<file path="src/stc_pkg.sv">
/*
 Shared constants for the upper timer control block: register offsets,
 field positions, reset values and prescale encodings.
 Assumes a 32-bit AXI4-Lite register bus with word-aligned registers.
*/
package stc_pkg;
    // Register byte offsets
    localparam logic [3:0] OFS_CONTROL = 4'h0;
    localparam logic [3:0] OFS_COUNT = 4'h4;
    localparam logic [3:0] OFS_PAIRED = 4'h8;
    // Upper timer control field positions
    localparam int BIT_RUN = 15;
    localparam int BIT_SIDL = 13;
    localparam int BIT_GATE = 6;
    localparam int BIT_PS_HI = 5;
    localparam int BIT_PS_LO = 4;
    localparam int BIT_CS = 1;
    // Paired control: 32-bit pair enable position
    localparam int BIT_PAIR32 = 3;
    // Writable bits of the control registers
    localparam logic [15:0] CTRL_MASK = 16'ha072;
    localparam logic [15:0] CTRL_RESET = 16'h0000;
    // Prescale encodings
    localparam logic [1:0] PS_DIV1 = 2'h0;
    localparam logic [1:0] PS_DIV8 = 2'h1;
    localparam logic [1:0] PS_DIV64 = 2'h2;
    localparam logic [1:0] PS_DIV256 = 2'h3;
    localparam logic [7:0] PS_MAX8 = 8'h07;
    localparam logic [7:0] PS_MAX64 = 8'h3f;
    localparam logic [7:0] PS_MAX256 = 8'hff;
    // AXI responses
    localparam logic [1:0] RESP_OKAY = 2'h0;
    localparam logic [1:0] RESP_SLVERR = 2'h2;
endpackage : stc_pkg

</file>
<file path="src/stc_prescaler.sv">
/*
 Prescaler for the upper timer: divides qualified input ticks by 1, 8,
 64 or 256 and emits one tick pulse per full division.
 Assumes ticks arrive as single-cycle pulses on the same clock.
*/
`timescale 1ns/100ps
module stc_prescaler
    import stc_pkg::*;
(
    // Clock and reset
    input wire logic aclk,
    input wire logic aresetn,
    // Control
    input wire logic [1:0] prescale_select,
    input wire logic clr,
    // Ticks
    input wire logic tick_in,
    output logic tick_out
);
    logic [7:0] div_ff;
    logic [7:0] lim;

    // Terminal count for the selected ratio
    always_comb begin
        unique case (prescale_select)
            PS_DIV1: lim = 8'h00;
            PS_DIV8: lim = PS_MAX8;
            PS_DIV64: lim = PS_MAX64;
            PS_DIV256: lim = PS_MAX256;
        endcase
    end

    // Division counter; cleared when the timer stops so a restart is aligned
    always_ff @(posedge aclk) begin
        if (!aresetn || clr) begin
            div_ff <= 8'h00;
            tick_out <= 1'b0;
        end else begin
            tick_out <= 1'b0;
            if (tick_in) begin
                if (div_ff >= lim) begin
                    div_ff <= 8'h00;
                    tick_out <= 1'b1;
                end else begin
                    div_ff <= div_ff + 8'h01;
                end
            end
        end
    end
endmodule : stc_prescaler

</file>
<file path="src/stc_timer.sv">
/*
 Upper half timer with its control register, reached over AXI4-Lite.
 Counts the peripheral clock, gated when enabled, or rising edges of
 the external pin, with prescale and stop-in-idle; yields to the paired timer
 when that one runs in 32-bit mode.
 Assumes external pins are already synchronous to aclk.
*/
`timescale 1ns/100ps
module stc_timer
    import stc_pkg::*;
#(
    parameter int CNT_W = 16
) (
    // Clock and reset
    input wire logic aclk,
    input wire logic aresetn,
    // AXI4-Lite write address
    input wire logic [3:0] s_axi_awaddr,
    input wire logic s_axi_awvalid,
    output logic s_axi_awready,
    // AXI4-Lite write data
    input wire logic [31:0] s_axi_wdata,
    input wire logic [3:0] s_axi_wstrb,
    input wire logic s_axi_wvalid,
    output logic s_axi_wready,
    // AXI4-Lite write response
    output logic [1:0] s_axi_bresp,
    output logic s_axi_bvalid,
    input wire logic s_axi_bready,
    // AXI4-Lite read address
    input wire logic [3:0] s_axi_araddr,
    input wire logic s_axi_arvalid,
    output logic s_axi_arready,
    // AXI4-Lite read data
    output logic [31:0] s_axi_rdata,
    output logic [1:0] s_axi_rresp,
    output logic s_axi_rvalid,
    input wire logic s_axi_rready,
    // Timer pins and device state
    input wire logic external_count_pin,
    input wire logic gate_in,
    input wire logic idle_mode,
    // Count output
    output logic [CNT_W-1:0] count_out
);
    logic [15:0] ctrl_ff;
    logic [15:0] pair_ff;
    logic [CNT_W-1:0] cnt_ff;
    logic pin_ff;
    logic aw_hold_ff;
    logic w_hold_ff;
    logic [3:0] awaddr_ff;
    logic [31:0] wdata_ff;
    logic [3:0] wstrb_ff;
    logic [15:0] eff;
    logic run_enable;
    logic stop_in_idle;
    logic gate_accumulate_enable;
    logic clock_source_select;
    logic [1:0] prescale_select;
    logic pin_rise;
    logic raw_tick;
    logic ps_tick;
    logic active;
    logic wr_go;
    logic [15:0] nxt_wr;

    // Merge a 16-bit register with the low two byte lanes of a write
    function automatic logic [15:0] lane_merge(input logic [15:0] old, input logic [31:0] d,
                                               input logic [3:0] s);
        logic [15:0] r;
        r = old;
        if (s[0]) r[7:0] = d[7:0];
        if (s[1]) r[15:8] = d[15:8];
        return r;
    endfunction : lane_merge

    // In 32-bit mode the paired control register drives everything
    assign eff = pair_ff[BIT_PAIR32] ? pair_ff : ctrl_ff;
    assign run_enable = eff[BIT_RUN];
    assign stop_in_idle = eff[BIT_SIDL];
    assign gate_accumulate_enable = eff[BIT_GATE];
    assign clock_source_select = eff[BIT_CS];
    assign prescale_select = eff[BIT_PS_HI:BIT_PS_LO];

    // Source selection, gating and idle qualification
    assign pin_rise = external_count_pin & ~pin_ff;
    assign active = run_enable && !(stop_in_idle && idle_mode);
    always_comb begin
        if (clock_source_select) begin
            raw_tick = pin_rise;
        end else begin
            raw_tick = gate_accumulate_enable ? gate_in : 1'b1;
        end
        raw_tick = raw_tick && active;
    end

    stc_prescaler u_ps (
        .aclk(aclk),
        .aresetn(aresetn),
        .prescale_select(prescale_select),
        .clr(!run_enable),
        .tick_in(raw_tick),
        .tick_out(ps_tick)
    );

    // Pin edge history
    always_ff @(posedge aclk) begin
        if (!aresetn) pin_ff <= 1'b0;
        else pin_ff <= external_count_pin;
    end

    // Write channel capture; address and data accepted in either order
    assign wr_go = aw_hold_ff && w_hold_ff && !s_axi_bvalid;
    always_ff @(posedge aclk) begin
        if (!aresetn) begin
            aw_hold_ff <= 1'b0;
            w_hold_ff <= 1'b0;
            awaddr_ff <= 4'h0;
            wdata_ff <= 32'h0000_0000;
            wstrb_ff <= 4'h0;
            s_axi_awready <= 1'b0;
            s_axi_wready <= 1'b0;
        end else begin
            s_axi_awready <= !aw_hold_ff && !s_axi_awready && !wr_go;
            s_axi_wready <= !w_hold_ff && !s_axi_wready && !wr_go;
            if (s_axi_awvalid && s_axi_awready) begin
                aw_hold_ff <= 1'b1;
                awaddr_ff <= s_axi_awaddr;
            end
            if (s_axi_wvalid && s_axi_wready) begin
                w_hold_ff <= 1'b1;
                wdata_ff <= s_axi_wdata;
                wstrb_ff <= s_axi_wstrb;
            end
            if (wr_go) begin
                aw_hold_ff <= 1'b0;
                w_hold_ff <= 1'b0;
            end
        end
    end

    // Write response; unmapped offsets get SLVERR
    always_ff @(posedge aclk) begin
        if (!aresetn) begin
            s_axi_bvalid <= 1'b0;
            s_axi_bresp <= RESP_OKAY;
        end else if (wr_go) begin
            s_axi_bvalid <= 1'b1;
            s_axi_bresp <= (awaddr_ff == OFS_CONTROL || awaddr_ff == OFS_COUNT || awaddr_ff == OFS_PAIRED)
                           ? RESP_OKAY : RESP_SLVERR;
        end else if (s_axi_bready) begin
            s_axi_bvalid <= 1'b0;
        end
    end

    // Control registers; unimplemented bits stay zero
    always_ff @(posedge aclk) begin
        if (!aresetn) begin
            ctrl_ff <= CTRL_RESET;
            pair_ff <= CTRL_RESET;
        end else if (wr_go) begin
            if (awaddr_ff == OFS_CONTROL) ctrl_ff <= lane_merge(ctrl_ff, wdata_ff, wstrb_ff) & CTRL_MASK;
            if (awaddr_ff == OFS_PAIRED)
                pair_ff <= lane_merge(pair_ff, wdata_ff, wstrb_ff) & (CTRL_MASK | (16'h0001 << BIT_PAIR32));
        end
    end

    // Count register; a software write overrides a tick in the same cycle
    assign nxt_wr = lane_merge(16'(cnt_ff), wdata_ff, wstrb_ff);
    always_ff @(posedge aclk) begin
        if (!aresetn) cnt_ff <= '0;
        else if (wr_go && awaddr_ff == OFS_COUNT) cnt_ff <= nxt_wr[CNT_W-1:0];
        else if (ps_tick) cnt_ff <= cnt_ff + 1'b1;
    end

    // Count output from a flop
    always_ff @(posedge aclk) begin
        if (!aresetn) count_out <= '0;
        else count_out <= cnt_ff;
    end

    // Read channel, one read at a time
    always_ff @(posedge aclk) begin
        if (!aresetn) begin
            s_axi_arready <= 1'b0;
            s_axi_rvalid <= 1'b0;
            s_axi_rdata <= 32'h0000_0000;
            s_axi_rresp <= RESP_OKAY;
        end else begin
            s_axi_arready <= !s_axi_rvalid && !s_axi_arready;
            if (s_axi_arvalid && s_axi_arready) begin
                s_axi_rvalid <= 1'b1;
                s_axi_rresp <= RESP_OKAY;
                unique case (s_axi_araddr)
                    OFS_CONTROL: s_axi_rdata <= {16'h0000, ctrl_ff};
                    OFS_COUNT: s_axi_rdata <= 32'(cnt_ff);
                    OFS_PAIRED: s_axi_rdata <= {16'h0000, pair_ff};
                    default: begin
                        s_axi_rdata <= 32'h0000_0000;
                        s_axi_rresp <= RESP_SLVERR;
                    end
                endcase
            end else if (s_axi_rready) begin
                s_axi_rvalid <= 1'b0;
            end
        end
    end
endmodule : stc_timer

</file>
<file path="config.mk">
export PLATFORM = sky130hd
export DESIGN_NAME = stc_timer
export DESIGN_NICKNAME = d
export VERILOG_FILES = /design/src/stc_pkg.sv /design/src/stc_prescaler.sv /design/src/stc_timer.sv
export SDC_FILE = /design/constraint.sdc
export NUM_CORES = 1
export LEC_CHECK = 0
export BUFFER_PORTS_ARGS = -buffer_cell sky130_fd_sc_hd__buf_2
export CORE_AREA = 2 2 135 71
export DETAILED_ROUTE_END_ITERATION = 16
export DIE_AREA = 0 0 137 73
export GPL_TIMING_DRIVEN = 0
export PLACE_DENSITY = 0.78
export SYNTH_ARGS = -nofsm -noshare
export SYNTH_HDL_FRONTEND = slang
export SYNTH_HIERARCHICAL = 1
export SYNTH_SLANG_ARGS = --single-unit
</file>
<file path="constraint.sdc">
create_clock -name aclk -period 3.1 [get_ports aclk]
set_input_delay 0.62 -clock aclk [delete_from_list [all_inputs] [get_ports aclk]]
set_output_delay 0.62 -clock aclk [all_outputs]
set_load 0.01 [all_outputs]
</file>
==> results.json <==
{
  "timing.rr.end": "u_ps/div_ff[3]",
  "critPathLaunch": "pair_ff[3]",
  "synthCells": 525,
  "htree_levels": 3,
  "yosys-top-cells-area": "dfxtp_1 (44%), nand2_1 (5.6%), a21oi_1 (5.1%)",
  "synth-simple-area-share": 0.226,
  "antenna_found_initial": 0,
  "cp-start-kind": "register",
  "clock_path_buffers": 2,
  "outcome": "complete, no violations",
  "gr-total-overflow": 0,
  "grt_usage": 0.263,
  "wl_met1_mm": 6.15,
  "initial_core_util": 0.511,
  "ys_warn_count": 6,
  "cp-end-kind": "register",
  "drv_slew": 0,
  "ff_latch_area_um2": 2040,
  "grt_pass1_wl_mm": 19.9,
  "cts_sinks": 102,
  "yosysSeqAreaShare": 0.443,
  "post-route-period-util": 0.946,
  "cap_viol_max_count": 0,
  "hold_end": "wdata_ff[10]",
  "numCtsBuffers": 9,
  "cp_max_fo": 10,
  "top_layer_used": "met4",
  "synthDistinctLibCells": 63,
  "fp.dieH_um": 73,
  "cts_hold_buf": 0,
  "peakVddDrop_mv": 0.289,
  "synth_area_leader_cell": "dfxtp_1",
  "syn_area_um2": 4600,
  "fin_crit_ns": 2.93,
  "min_path_cells": 2,
  "worst_skew_pair.late_latency_ns": 0.35,
  "synth_edf_count": 0,
  "critPathKind": "register to register",
  "timing.rr.start": "pair_ff[3]",
  "reg2regPathDepth": 7,
  "core-area_um2": 9010,
  "multiInputGateArea_um2": 2320,
  "rsz0062_at_grt": "false",
  "ant_nets": 0,
  "wl_per_cell_um": 17.2,
  "synthTopCellsByCount": "dfxtp_1 (102), nand2_1 (69), a21oi_1 (47), nor2_1 (34), mux2i_1 (20)",
  "slew-limit-headroom": 0.423,
  "syn_avg_cell_area_um2": 8.77,
  "port_buffers": 73,
  "tightest_slew_ns": 0.844,
  "cts.clk_slew.worst_paths_ns": 0.07,
  "hpwl_mm": 9.87,
  "nFillCells": 785,
  "synthXorXnorAreaFrac": 0.00571,
  "nets": 688,
  "min-delay-start": "wdata_ff[10]",
  "arrival_ns": 3.19,
  "dr_wl_met3_mm": 1.54,
  "antenna_cells": 0,
  "hp-class": "register to register",
  "cts.repair.resized": 0,
  "setup_viol": 0,
  "dr.pass1.iters": 5,
  "synth_fa_ha_area_frac": 0.0217,
  "synth_compound_area_frac": 0.185,
  "final_util": 0.608,
  "skew_ns": 0.0104,
  "cts_tree": "done",
  "synth_top_area_frac": 0.443,
  "vias_per_cell": 5.78,
  "ff2ff_setup_slack_ns": 0.17,
  "grt_pass1_vias": 3832,
  "vias": 4341,
  "gp_congestion": 0.952,
  "synth_ff_type": "dfxtp_1",
  "die_w_um": 137,
  "p_leak_uw": 0.00225,
  "hold_violations": 0,
  "num_rows": 25,
  "dp_slack_ns": 0.323,
  "power_uw": 2620,
  "io_pins": 111,
  "grt_max_degree": 17,
  "cts-root-buf": "clkbuf_16",
  "synth.most_common_cell": "dfxtp_1",
  "timing.fmax_mhz": 341,
  "die_area_um2": 10000,
  "setup_tns_ns": 0,
  "drc": 0,
  "routed-wl-met2_mm": 5.06,
  "async_flop_share": 0,
  "synth_top_family_by_area": "simple AND/OR/NAND/NOR gates",
  "synth_seq_cells": 102,
  "cp_data_required_time_ns": 3.36,
  "yosys-mux-area-fraction": 0.0508,
  "drive_gt1_frac": 0.206,
  "setup_ws_ns": 0.169,
  "post_cts.repair.setup_buffers": 0,
  "postRouteWirelength_mm": 12.9,
  "area_growth_pct": 18.9,
  "drt_iter0_drc": 428,
  "powerDensity_nw_per_um2": 479
}
[worst max-delay path, stage by stage, from the launching register on]
cell and delay (ns):
dfxtp_1 0.31, clkbuf_1 0.42, mux2_2 0.39, a2111oi_0 0.78, inv_1 0.31, nor4_1 0.36
o221ai_1 0.15, o21ai_0 0.12
[how the worst max path moves through the flow]
stage                     endpoint  slack, ns  cells after the start
detailed placement  u_ps/div_ff[3]       0.32                      7
CTS                 u_ps/div_ff[3]       0.27                      7
global route        u_ps/div_ff[3]       0.09                      7
global placement    u_ps/div_ff[7]       0.36                      7
floorplan           u_ps/div_ff[7]       0.80                      7
finish              u_ps/div_ff[3]       0.17                      7
[stage by stage]
| stage | area, um2 | cells | hold WS, ns |
|---|---|---|---|
| detailed placement | 5180 | 736 | 0.451 |
| global route | 5470 | 751 | 0.487 |
| floorplan | 4670 | 542 | 0.433 |
| global placement | 5180 | 736 | 0.435 |
| finish | 5470 | 751 | 0.458 |
| CTS | 5470 | 751 | 0.459 |
[power by group]
part | internal (uW) | switching [uW] | total (uW) | leakage [uW]
registers | 1330 | 25.4 | 1360 | 0.000825
clock network | 619 | 482 | 1100 | 0.000137
logic | 63.6 | 98.0 | 162 | 0.00128
[final cells by class]
| cell class | count | area share |
|---|---|---|
| clock inverter | 6 | 0.0117 |
| multi-input combinational | 381 | 0.424 |
| clock buffer | 9 | 0.0411 |
| tap | 121 | 0.0277 |
| inverter | 13 | 0.00891 |
| timing repair buffer | 73 | 0.0667 |
| buffer | 46 | 0.0466 |
| sequential | 102 | 0.373 |
[per-layer routing]
layer | GRT usage | up-vias
met5 | 0 | -
met4 | 0.0802 | 0
met3 | 0.0764 | 15
met2 | 0.359 | 259
met1 | 0.393 | 2013
li1 | - | 2054
[flip-flops by register name, summed over array words and instances (netlist names), 2 cells and up]
name,flops
count_out,16
ctrl_ff,6
s_axi_rdata,16
awaddr_ff,4
cnt_ff,16
pair_ff,7
wdata_ff,16
wstrb_ff,2
u_ps/div_ff,8
[cell families after synthesis]
family / after synthesis
DFF: 102
AOI/OAI and AO/OA: 129
muxes: 23
xor gates and xnor gates: 3
adders and majority gates: 8
and+or+nand+nor: 200
other: 1
buffers and inverters: 59
[cell usage in the layout (no fill, tap or decap), types with 4 or more instances in the layout]
master	count
a21oi_1	47
nand2_1	69
a22oi_1	12
buf_1	4
nor3_1	9
inv_1	13
buf_4	18
or4_1	4
o21ai_0	17
nand4_1	7
clkbuf_16	9
buf_2	78
dfxtp_1	102
o221ai_1	4
nor2_1	34
nand2b_1	6
and4_1	4
nor4_1	6
clkbuf_1	17
a31oi_1	4
ha_1	8
and2_1	15
mux2i_1	20
a211oi_1	8
conb_1	18
o211ai_1	4
a22o_1	6
nand3_1	18
and3_1	6
(Power assumes the default switching activity.)
